### src/rtl/io_port_pkg.sv
// Purpose: Shared constants for the two-port general purpose I/O unit
// Assumes: 8-bit ports, 16-bit register data path, registers at even offsets
// Notes:   Only the low byte of each register is implemented

package io_port_pkg;

    // Data path widths
    localparam int PORT_W = 8;
    localparam int DATA_W = 16;
    localparam int ADDR_W = 8;
    localparam int PIN_W  = 2 * PORT_W;

    // Register offsets within the peripheral block
    localparam logic [7:0] OFS_P1_DIRECTION = 8'h50;
    localparam logic [7:0] OFS_P1_PIN_STATE = 8'h52;
    localparam logic [7:0] OFS_P1_SOURCE    = 8'h54;
    localparam logic [7:0] OFS_P1_LATCH     = 8'h56;
    localparam logic [7:0] OFS_P2_DIRECTION = 8'h58;
    localparam logic [7:0] OFS_P2_PIN_STATE = 8'h5a;
    localparam logic [7:0] OFS_P2_SOURCE    = 8'h5c;
    localparam logic [7:0] OFS_P2_LATCH     = 8'h5e;

    // Reset value of the implemented low byte of direction, control, latch
    localparam logic [7:0] RESET_BYTE = 8'hff;
    // Upper register byte and idle values
    localparam logic [7:0] ZERO_BYTE  = 8'h00;
    localparam logic [15:0] ZERO_WORD = 16'h0000;

    // Port 2 bit positions
    localparam int P2_RXD_BIT  = 0;
    localparam int P2_TXD_BIT  = 1;
    localparam int P2_SINT_BIT = 3;
    localparam int P2_OD_LO    = 6;
    localparam int P2_OD_HI    = 7;

    // Port 2 pins that are inputs; pin 0 also drives in mode 0
    localparam logic [7:0] P2_INPUT_MASK = 8'h35;

endpackage

### src/rtl/pin_sync_if.sv
// Purpose: Carries raw and synchronised pin levels between the top and its synchroniser
// Assumes: One clock domain
// Notes:   Port 1 pads in the low byte, port 2 pads in the high byte

`timescale 1ns/1ps

interface pin_sync_if;
    logic [15:0] raw;
    logic [15:0] synced;

    // Top drives raw levels and reads synced ones
    modport top  (output raw, input synced);
    // Synchroniser reads raw levels and returns synced ones
    modport sync (input raw, output synced);
endinterface

### src/rtl/io_port_mux_unit.sv
// Purpose: Two 8-bit general purpose I/O ports with peripheral multiplexing
// Assumes: Registers reached by a simple 16-bit peripheral strobe bus
// Notes:   Pin drive and read data are registered, one clock behind their causes
//          Only the low byte of each register is stored; the upper byte reads zero
//          Port 2 pins 2, 4 and 5 never drive; their control and latch bits are storage
//          Pin state trails the pads by two clocks through the synchroniser

`timescale 1ns/1ps

module io_port_mux_unit (
    input  wire logic        CLK,
    input  wire logic        RESETN,
    input  wire logic [7:0]  ADDR,
    input  wire logic [15:0] WDATA,
    input  wire logic        WR,
    input  wire logic        RD,
    output logic      [15:0] RDATA,
    input  wire logic [7:0]  GENERAL_CHIP_SELECT,
    input  wire logic        SERIAL1_TRANSMIT_DATA,
    input  wire logic        SERIAL1_INTERRUPT_OUT,
    input  wire logic        SERIAL1_MODE0_TX,
    input  wire logic        TRANSMIT_BUFFER_DATA,
    output logic             SERIAL1_RECEIVE_DATA,
    output logic [7:0]       P2_PIN_LEVEL,
    input  wire logic [7:0]  P1_PAD_IN,
    output logic      [7:0]  P1_PAD_OUT,
    input  wire logic [7:0]  P2_PAD_IN,
    output logic      [7:0]  P2_PAD_OUT,
    output logic      [7:0]  P2_PAD_OE
);

    ////////////////////////////////////////////////////////////////////////////
    // Declarations
    ////////////////////////////////////////////////////////////////////////////

    // Storage, low byte of each register
    logic [7:0]  p1_dir_r;
    logic [7:0]  p2_dir_r;
    logic [7:0]  p1_con_r;
    logic [7:0]  p2_con_r;
    logic [7:0]  p1_lth_r;
    logic [7:0]  p2_lth_r;

    // Read data and its next value
    logic [15:0] rdata_r;
    logic [15:0] rdata_nxt;

    // Registered pad drive and enables
    logic [7:0]  p1_out_r;
    logic [7:0]  p1_out_nxt;
    logic [7:0]  p2_out_r;
    logic [7:0]  p2_out_nxt;
    logic [7:0]  p2_oe_r;
    logic [7:0]  p2_oe_nxt;

    // Synchronised pad levels per port
    logic [7:0]  p1_sync;
    logic [7:0]  p2_sync;

    // One write strobe per storage register
    logic        wr_p1_dir;
    logic        wr_p2_dir;
    logic        wr_p1_con;
    logic        wr_p2_con;
    logic        wr_p1_lth;
    logic        wr_p2_lth;

    // Raw and synced pad words
    pin_sync_if pins ();

    ////////////////////////////////////////////////////////////////////////////
    // Pad synchronisers
    ////////////////////////////////////////////////////////////////////////////

    // Pads change with no regard to the clock, so nothing reads them
    // before two flop stages have passed
    // pads through two flops
    assign pins.raw = {P2_PAD_IN, P1_PAD_IN};

    io_pin_sync u_sync (
        .CLK    (CLK),
        .RESETN (RESETN),
        .pins   (pins)
    );

    // Split the synced word back into its ports
    assign p1_sync = pins.synced[7:0];
    assign p2_sync = pins.synced[15:8];

    ////////////////////////////////////////////////////////////////////////////
    // Write decode
    ////////////////////////////////////////////////////////////////////////////

    // Pin state offsets get no strobe, so writes there are dropped
    // A write and a read in one cycle both act; the read sees the old value
    assign wr_p1_dir = WR && (ADDR == io_port_pkg::OFS_P1_DIRECTION);
    assign wr_p2_dir = WR && (ADDR == io_port_pkg::OFS_P2_DIRECTION);
    assign wr_p1_con = WR && (ADDR == io_port_pkg::OFS_P1_SOURCE);
    assign wr_p2_con = WR && (ADDR == io_port_pkg::OFS_P2_SOURCE);
    assign wr_p1_lth = WR && (ADDR == io_port_pkg::OFS_P1_LATCH);
    assign wr_p2_lth = WR && (ADDR == io_port_pkg::OFS_P2_LATCH);

    ////////////////////////////////////////////////////////////////////////////
    // Direction registers
    ////////////////////////////////////////////////////////////////////////////

    always_ff @(posedge CLK) begin
        if (!RESETN) begin
            p1_dir_r <= io_port_pkg::RESET_BYTE;
            p2_dir_r <= io_port_pkg::RESET_BYTE;
        end else begin
            if (wr_p1_dir) begin
                p1_dir_r <= WDATA[7:0];
            end
            if (wr_p2_dir) begin
                p2_dir_r <= WDATA[7:0];
            end
        end
    end

    ////////////////////////////////////////////////////////////////////////////
    // Source select registers
    ////////////////////////////////////////////////////////////////////////////

    // port 1 resets to chip selects
    always_ff @(posedge CLK) begin
        if (!RESETN) begin
            p1_con_r <= io_port_pkg::RESET_BYTE;
            p2_con_r <= io_port_pkg::RESET_BYTE;
        end else begin
            if (wr_p1_con) begin
                p1_con_r <= WDATA[7:0];
            end
            if (wr_p2_con) begin
                p2_con_r <= WDATA[7:0];
            end
        end
    end

    ////////////////////////////////////////////////////////////////////////////
    // Output latch registers
    ////////////////////////////////////////////////////////////////////////////

    always_ff @(posedge CLK) begin
        if (!RESETN) begin
            p1_lth_r <= io_port_pkg::RESET_BYTE;
            p2_lth_r <= io_port_pkg::RESET_BYTE;
        end else begin
            if (wr_p1_lth) begin
                p1_lth_r <= WDATA[7:0];
            end
            if (wr_p2_lth) begin
                p2_lth_r <= WDATA[7:0];
            end
        end
    end

    ////////////////////////////////////////////////////////////////////////////
    // Read path
    ////////////////////////////////////////////////////////////////////////////

    // Upper byte reads zero; unmapped offsets read zero
    always_comb begin
        rdata_nxt = io_port_pkg::ZERO_WORD;
        if (RD) begin
            case (ADDR)
                io_port_pkg::OFS_P1_DIRECTION: rdata_nxt = {io_port_pkg::ZERO_BYTE, p1_dir_r};
                io_port_pkg::OFS_P2_DIRECTION: rdata_nxt = {io_port_pkg::ZERO_BYTE, p2_dir_r};
                io_port_pkg::OFS_P1_PIN_STATE: rdata_nxt = {io_port_pkg::ZERO_BYTE, p1_sync};
                io_port_pkg::OFS_P2_PIN_STATE: rdata_nxt = {io_port_pkg::ZERO_BYTE, p2_sync};
                io_port_pkg::OFS_P1_SOURCE:    rdata_nxt = {io_port_pkg::ZERO_BYTE, p1_con_r};
                io_port_pkg::OFS_P2_SOURCE:    rdata_nxt = {io_port_pkg::ZERO_BYTE, p2_con_r};
                io_port_pkg::OFS_P1_LATCH:     rdata_nxt = {io_port_pkg::ZERO_BYTE, p1_lth_r};
                io_port_pkg::OFS_P2_LATCH:     rdata_nxt = {io_port_pkg::ZERO_BYTE, p2_lth_r};
                default:                       rdata_nxt = io_port_pkg::ZERO_WORD;
            endcase
        end
    end

    always_ff @(posedge CLK) begin
        if (!RESETN) begin
            rdata_r <= io_port_pkg::ZERO_WORD;
        end else begin
            rdata_r <= rdata_nxt;
        end
    end

    ////////////////////////////////////////////////////////////////////////////
    // Port 1 pin multiplexer
    ////////////////////////////////////////////////////////////////////////////

    // Port 1 has no input function, so its direction bits never reach here
    // chip select or latch
    always_comb begin
        p1_out_nxt = (p1_con_r & GENERAL_CHIP_SELECT) | (~p1_con_r & p1_lth_r);
    end

    // Port 1 drivers are always enabled, so only the level is registered
    always_ff @(posedge CLK) begin
        if (!RESETN) begin
            p1_out_r <= io_port_pkg::RESET_BYTE;
        end else begin
            p1_out_r <= p1_out_nxt;
        end
    end

    ////////////////////////////////////////////////////////////////////////////
    // Port 2 pin multiplexer
    ////////////////////////////////////////////////////////////////////////////

    // Pure inputs keep drivers off whatever their control or latch hold
    always_comb begin
        p2_out_nxt = io_port_pkg::ZERO_BYTE;
        p2_oe_nxt  = io_port_pkg::ZERO_BYTE;

        p2_out_nxt[io_port_pkg::P2_TXD_BIT] = p2_con_r[io_port_pkg::P2_TXD_BIT] ?
            SERIAL1_TRANSMIT_DATA : p2_lth_r[io_port_pkg::P2_TXD_BIT];
        p2_oe_nxt[io_port_pkg::P2_TXD_BIT]  = 1'b1;

        p2_out_nxt[io_port_pkg::P2_SINT_BIT] = p2_con_r[io_port_pkg::P2_SINT_BIT] ?
            SERIAL1_INTERRUPT_OUT : p2_lth_r[io_port_pkg::P2_SINT_BIT];
        p2_oe_nxt[io_port_pkg::P2_SINT_BIT]  = 1'b1;

        p2_out_nxt[io_port_pkg::P2_RXD_BIT] = p2_con_r[io_port_pkg::P2_RXD_BIT] ?
            TRANSMIT_BUFFER_DATA : p2_lth_r[io_port_pkg::P2_RXD_BIT];
        p2_oe_nxt[io_port_pkg::P2_RXD_BIT] = SERIAL1_MODE0_TX;

        // Peripheral side is strapped to float and a latch one releases,
        // so only a latch zero with both selects clear pulls the pin low
        // direction one floats pin
        for (int i = io_port_pkg::P2_OD_LO; i <= io_port_pkg::P2_OD_HI; i++) begin
            p2_out_nxt[i] = 1'b0;
            p2_oe_nxt[i]  = ~p2_dir_r[i] & ~p2_con_r[i] & ~p2_lth_r[i];
        end
    end

    // Registered so pad drive cannot glitch on decode changes
    // Level and enable move together, so a pad never drives a stale bit
    always_ff @(posedge CLK) begin
        if (!RESETN) begin
            p2_out_r <= io_port_pkg::ZERO_BYTE;
            p2_oe_r  <= io_port_pkg::ZERO_BYTE;
        end else begin
            p2_out_r <= p2_out_nxt;
            p2_oe_r  <= p2_oe_nxt;
        end
    end

    ////////////////////////////////////////////////////////////////////////////
    // Outputs
    ////////////////////////////////////////////////////////////////////////////

    assign RDATA      = rdata_r;
    assign P1_PAD_OUT = p1_out_r;
    assign P2_PAD_OUT = p2_out_r;
    assign P2_PAD_OE  = p2_oe_r;

    // Also fed while the pad drives in mode 0, so the unit sees its own data
    // receive line always fed
    assign SERIAL1_RECEIVE_DATA = p2_sync[io_port_pkg::P2_RXD_BIT];
    // Synced port 2 levels for the serial unit's other inputs
    assign P2_PIN_LEVEL = p2_sync;

endmodule

### src/rtl/io_pin_sync.sv
// Purpose: Two-stage synchroniser for every pad level of both ports
// Assumes: Single clock, synchronous active-low reset
// Notes:   First stage feeds only the second stage

`timescale 1ns/1ps

module io_pin_sync (
    input  wire logic   CLK,
    input  wire logic   RESETN,
    pin_sync_if.sync    pins
);

    ////////////////////////////////////////////////////////////////////////////
    // Per-bit synchroniser chain
    ////////////////////////////////////////////////////////////////////////////

    logic [io_port_pkg::PIN_W-1:0] stage1_r;
    logic [io_port_pkg::PIN_W-1:0] stage2_r;

    genvar gi;
    generate
        for (gi = 0; gi < io_port_pkg::PIN_W; gi++) begin : g_bit
            // Two flops so a metastable pad level never reaches the read path
            always_ff @(posedge CLK) begin
                if (!RESETN) begin
                    stage1_r[gi] <= 1'b0;
                    stage2_r[gi] <= 1'b0;
                end else begin
                    stage1_r[gi] <= pins.raw[gi];
                    stage2_r[gi] <= stage1_r[gi];
                end
            end
        end
    endgenerate

    // Synced levels back to the top
    assign pins.synced = stage2_r;

endmodule

### config.mk
export PLATFORM = sky130hd
export DESIGN_NAME = io_port_mux_unit
export DESIGN_NICKNAME = d
export VERILOG_FILES = /design/src/rtl/io_port_pkg.sv /design/src/rtl/pin_sync_if.sv /design/src/rtl/io_port_mux_unit.sv /design/src/rtl/io_pin_sync.sv
export SDC_FILE = /design/constraint.sdc
export NUM_CORES = 1
export LEC_CHECK = 0
export ABC_AREA = 1
export BUFFER_PORTS_ARGS = -buffer_cell sky130_fd_sc_hd__buf_4
export CAP_MARGIN = 20
export CELL_PAD_IN_SITES_DETAIL_PLACEMENT = 0
export CELL_PAD_IN_SITES_GLOBAL_PLACEMENT = 1
export CORE_ASPECT_RATIO = 0.75
export CORE_MARGIN = 2
export CORE_UTILIZATION = 38
export DETAILED_ROUTE_END_ITERATION = 6
export PLACE_DENSITY_LB_ADDON = 0.1
export SETUP_SLACK_MARGIN = 0.1
export SLEW_MARGIN = 20
export SYNTH_ARGS = -nofsm -noshare
export SYNTH_HDL_FRONTEND = slang
export SYNTH_SLANG_ARGS = --single-unit
export TNS_END_PERCENT = 20
### constraint.sdc
create_clock -name CLK -period 1.2 [get_ports CLK]
set_input_delay 0 -clock CLK [delete_from_list [all_inputs] [get_ports CLK]]
set_output_delay 0 -clock CLK [all_outputs]
set_load 0.005 [all_outputs]
# Word level (Yosys, flattened, before mapping)
# Cells that the tools add are included.
word_totals:
  romBits: 0
  mem_bits_rw: 0
  register_bits: 120
  latch_bits: 0
  mem_count: 0
  input_bits: 56
op_classes:
  reduce_logical: 7
  bitwise: 14
  eq_ne: 8
  muxes: 5
  add_sub_neg: 0
  shift: 0
  div: 0
  mul: 0
  magnitude_cmp: 0
ops:
  columns: ["operator", "count"]
  rows:
  - ["$eq 8x7->1 const B", 8]
  - ["$pmux 8 s8", 1]
  - ["$and 8x8->8", 2]
  - ["$not 8->8", 1]
  - ["$or 8x8->8", 1]
  - ["$logic_and 1x1->1", 6]
  - ["$not 1->1", 6]
  - ["$and 1x1->1", 4]
  - ["$mux 4", 1]
  - ["$mux 1", 3]
  - ["$reduce_and 2->1", 1]

# Logic depth before layout (Yosys ltp)
depth:
  depth_word: 3
  depth_mapped: 9

# By module
# Synthesis repeated with hierarchy kept, for this count alone.
hier_totals:
  cells_unflattened: 535
  area_unflattened_um2: 4156.5
by_module_without_submodules:
  columns: ["module", "seq_area_each_um2", "cells_each", "area_per_inst_um2", "instances"]
  rows:
  - ["io_port_mux_unit", 1421.4, 436, 3241.9, 1]
  - ["io_pin_sync", 640.6, 99, 914.6, 1]

# Least setup slack after synthesis
# OpenSTA, ideal clock, no wires.
synth_timing:
  kind: "input to register"
  startpoint: "input ADDR[5]"
  endpoint: "register rdata_r[1] (netlist: RDATA[1])"
  setup_slack_ps: 323
  setup_ps: 70
  t_arrival_ps: 807
  cell_stages: 9
  path_cell_list: "inv_1 > nand2_2 > nor2_8 > buf_8 > buf_6 > nand3_1 > nand2_1 > nor2_1 > a21oi_1"
synth_via:
  elab_chain_cells: 2
synth_rtl:
  columns: ["item", "line", "rtl"]
  rows:
  - ["start, declared", "io_port_mux_unit.sv:13", "input wire logic [7:0] ADDR,"]
  - ["$eq 8x7->1", "io_port_mux_unit.sv:166", "case (ADDR)"]
  - ["$pmux 8 s8 *", "io_port_mux_unit.sv:166", null]
  - ["end signal, assigned", "io_port_mux_unit.sv:182", "rdata_r <= io_port_pkg::ZERO_WORD;"]
  - ["end signal, assigned", "io_port_mux_unit.sv:184", "rdata_r <= rdata_nxt;"]
  - ["end, declared", "io_port_mux_unit.sv:45", "logic [15:0] rdata_r;"]
# Mark *: on every way between the ends. The rest lies on a longest branch, timed or not.
# A chain may end at the register's enable or synchronous reset.

# Final worst setup path
layout_timing:
  startpoint: "input P1_PAD_IN[3]"
  endpoint: "register u_sync.stage1_r[3] in the netlist's numbering"
layout_rtl:
  columns: ["item", "line", "rtl"]
  rows:
  - ["start, declared", "io_port_mux_unit.sv:25", "input wire logic [7:0] P1_PAD_IN,"]
  - ["end signal, assigned by index", "io_pin_sync.sv:29", "stage1_r[gi] <= pins.raw[gi];"]
  - ["end, declared", "io_pin_sync.sv:17", "logic [io_port_pkg::PIN_W-1:0] stage1_r;"]
# No word-level cell between the ends.

==> impl.org <==
** Run status
- Outcome :: finished clean

** Global routing
- For this run the aggregate overflow at the end of global routing stands at 0.
- Number of global-route vias before repair :: 3560
- The first global-routing pass estimated 18.27 mm of wire.
- Gr usage total :: 19.48%
- Entering global routing, the biggest net connects 31 pins.
- The initial antenna violation count was 0.

** Cells and area
- Net count, final :: 719
- Cell area after layout :: 5695 sq um
- Fraction of layout instances using a drive strength above 1 :: 21.41%
- For this run, the number of standard cells in the final layout without fillers is 808.
- Layout overhead on the synthesized area :: 34.12%
- 0 antenna diodes ended up in the layout.
- Final-layout fill cell count :: 1043

** Critical path
- For the worst flop-to-flop path, the logic depth is 4.
- Worst EP required :: 1.45 ns
- Critical Path End Type :: register
- In this run the worst path has a maximum fanout of 1.
- Highest cell delay on the worst timing path :: 0.55 ns
- For the worst setup path, the data arrival time is 1.30 ns.
- Worst path cell trace :: dlygate4sd3_1 > buf_4 > nand2_1 > dlygate4sd3_1 > inv_1
- On the critical path, the stage with the largest delay is an instance of sky130_fd_sc_hd__dlygate4sd3_1.
- Worst setup SP type :: input pin
- Critical path class :: in -> reg
- By instance count, the cell type seen most on the critical path is sky130_fd_sc_hd__dlygate4sd3_1.

** Drt
- Final antenna-violating net count :: 0
- Using the TritonRoute via totals, the vias-per-cell ratio works out to 4.660.
- The routed design has 11.30 mm of wire.
- For this block, the via count after detailed routing is 3765.
- Per-cell routed wire length :: 13.98 um
- Before antenna repair, the detailed router went through 4 iterations.
- After detailed routing, the number of remaining DRC violations is 0.
- The first routing iteration left 251 violations.

** STA
- Final cycle utilization of the critical path :: 88.09%
- Maximum clock frequency :: 946.0 MHz
- Counting I/O delays and the setup requirement, the final critical path takes 1.057 ns.
- Count of final hold-check violations :: 0
- Across the routed clock network, the largest skew measured is 0.006284 ns.
- RSZ-0062 raised after global routing :: no
- Summed negative setup slack over all endpoints :: 0 ns
- The number of max-slew violations in the final report came to 0.
- After layout, the worst setup slack is 0.1429 ns.
- Setup violations remaining at the end of the flow were counted as 0.

** Clock network
- Post-CTS Resized :: 0
- For the worst-skew pair, the clock arrives at the later sink with an insertion delay of 0.34 ns.
- The longest clock path from root to sink contains 2 buffers.
- Clk slew on worst S/H paths :: 0.07 ns
- Clock buffers created by TritonCTS :: 9
- The H-tree was split into 3 levels.
- # clock sinks :: 103
- Clock Tree Root :: sky130_fd_sc_hd__clkbuf_16
- Post-CTS repair timing setup buffer count :: 0
- TritonCTS built the clock tree.

** Synth
- sky130_fd_sc_hd__dfxtp_1 takes more of the synthesized area than any other cell.
- Dominant synthesized flop cell :: sky130_fd_sc_hd__dfxtp_1
- Post-synthesis area per instance :: 7.806 sq um
- Synthesis warning total :: 0
- Post-synthesis instance area :: 4247 sq um
- Fraction of the yosys area taken by sequential cells :: 48.56%
- Leading cell types by total area after synthesis :: sky130_fd_sc_hd__dfxtp_1 (49%), sky130_fd_sc_hd__nand2_1 (13%), sky130_fd_sc_hd__nand3_1 (12%)
- Counting flops with an async set or reset pin after synthesis yields a share of 0%.
- Number of synthesized flops with an enable pin :: 0
- Among all cell types in the netlist, the one instantiated most often is sky130_fd_sc_hd__nand2_1.
- Synth Register Bits :: 103
- Proportion of netlist area held by the largest area contributor :: 48.56%
- After technology mapping, the gate count stands at 544.
- After synthesis, the netlist uses 26 different library cells.
- The commonest cells after synthesis are sky130_fd_sc_hd__nand2_1 (150), sky130_fd_sc_hd__nand3_1 (105), sky130_fd_sc_hd__dfxtp_1 (103).

** Worst hold path
- Class of the worst hold path :: in -> reg
- Hold Path Depth :: 3

** Die
- Die Y :: 95.55 um
- The die covers 12050 sq um.
- Starting density of the core :: 38.96%
- The floorplan step set the die width to 126.1 um.
- I/O pin count :: 105
- Number of standard-cell rows in the floorplan :: 33
- The floorplan step defined a core boundary enclosing 10900 sq um.

** Pwr
- Sw Ratio :: 22.72%
- In this run, the clock network consumes 43.3% of the power.
- For this design the total switching power over the nets is 1668 uW.
- Static power due to leakage :: 0.003010 uW
- Cell internal power was estimated by the tool at 5673 uW.
- Logic pwr share :: 8.7%
- Per report_power, the sequential group accounts for 48.0% of the total.
- VDD IR max :: 0.9030 mV
- Pwr dens :: 1289 nW/um^2
- Total power for the finished layout comes to 7340 uW.

** Placement
- Total placed instance area :: 4950 sq um
- Input and output buffers added on the ports amount to 80.
- Worst setup slack before clock tree synthesis :: 0.02277 ns
- Detailed Place HPWL :: 8.067 mm
- Routability-driven placement finished with a final weighted congestion of 0.8046.
- In this run, placement finished with an instance count of 750.

** Flow run
- Across the run, the number of max-cap violations was 0.
-- power groups by stage --
stage	logic [uW]	clock network (uW)	registers [uW]
floorplan	287	0	3600
finish	641	3180	3520
global placement	523	0	3600
CTS	643	3260	3520
global route	706	3400	3530
detailed placement	528	0	3600
-- flip-flops by register name, indices dropped and copies added (netlist names) --
name,flops
p1_lth_r,8
u_sync.pins.synced,16
RDATA,8
p1_dir_r,8
P1_PAD_OUT,8
u_sync.stage1_r,16
p1_con_r,8
p2_dir_r,8
p2_lth_r,8
P2_PAD_OE,4
P2_PAD_OUT,3
p2_con_r,8
-- routing by layer --
metal / up-vias / GRT usage (%) / share of wire [%]
met1: 1696 / 28.23 / 51
met3: 10 / 4.321 / 6.6
met4: 0 / 5.311 / 1.0
li1: 1937 / - / -
met5: - / 0 / 0
met2: 122 / 29.17 / 41
-- cell families after synthesis --
kind of cell,count (synthesis),synth area share (%)
other,1,0.08831
AO/OA/AOI/OAI,44,5.185
AND/OR/NAND/NOR,295,34.21
flip-flops,103,48.56
buffers and inverters,101,11.96
-- stage by stage --
step | hold WS, ns | util (%)
floorplan | 0.02772 | -
global placement | 0.1794 | 45.41
detailed placement | 0.1865 | 45.41
CTS | 0.01037 | 52.25
global route | 0.01820 | 52.25
finish | 0.01648 | 52.25
-- layout make-up --
type,instances,area [sq um],area share [%]
Tap cell,140,175.2,3.076
Clock buffer,9,225.2,3.954
Timing Repair Buffer,137,1184,20.78
Multi-Input combinational cell,355,1733,30.43
Clock inverter,7,100.1,1.757
Sequential cell,103,2062,36.20
Inverter,57,216.5,3.801
-- path summary, 6_finish.rpt --
check | startpoint | endpoint | slack [ns]
max | P1_PAD_IN[3] | u_sync.stage1_r[3] | 0.14
min | RESETN | P2_PAD_OUT[1] | 0.02
max reg2reg | p1_con_r[4] | RDATA[4] | 0.26
min reg2reg | u_sync.stage1_r[5] | u_sync.pins.synced[5] | 0.41
-- cell usage in the layout (no fill, tap or decap), types with 4 or more instances in the layout --
master / count
sky130_fd_sc_hd__inv_1: 45
sky130_fd_sc_hd__nand2_1: 150
sky130_fd_sc_hd__nand3_1: 105
sky130_fd_sc_hd__a21oi_1: 26
sky130_fd_sc_hd__o21ai_0: 15
sky130_fd_sc_hd__buf_12: 4
sky130_fd_sc_hd__buf_4: 91
sky130_fd_sc_hd__nor2_8: 5
sky130_fd_sc_hd__conb_1: 16
sky130_fd_sc_hd__dfxtp_1: 103
sky130_fd_sc_hd__dlygate4sd3_1: 42
sky130_fd_sc_hd__inv_2: 9
sky130_fd_sc_hd__nand3_4: 5
sky130_fd_sc_hd__nor2_1: 16
sky130_fd_sc_hd__clkbuf_16: 9
-- worst max-delay path: cells and delay by family --
family / cells / cell delay (ns)
buffers and inverters: 4 / 1.26
and+or+nand+nor: 1 / 0.05
-- repair_timing --
item,4_1_cts,5_1_grt
hold buffers,42,0
endpoints found under the setup margin,0,0
endpoints found under the hold margin,78,0
(Power assumes the default switching activity.)
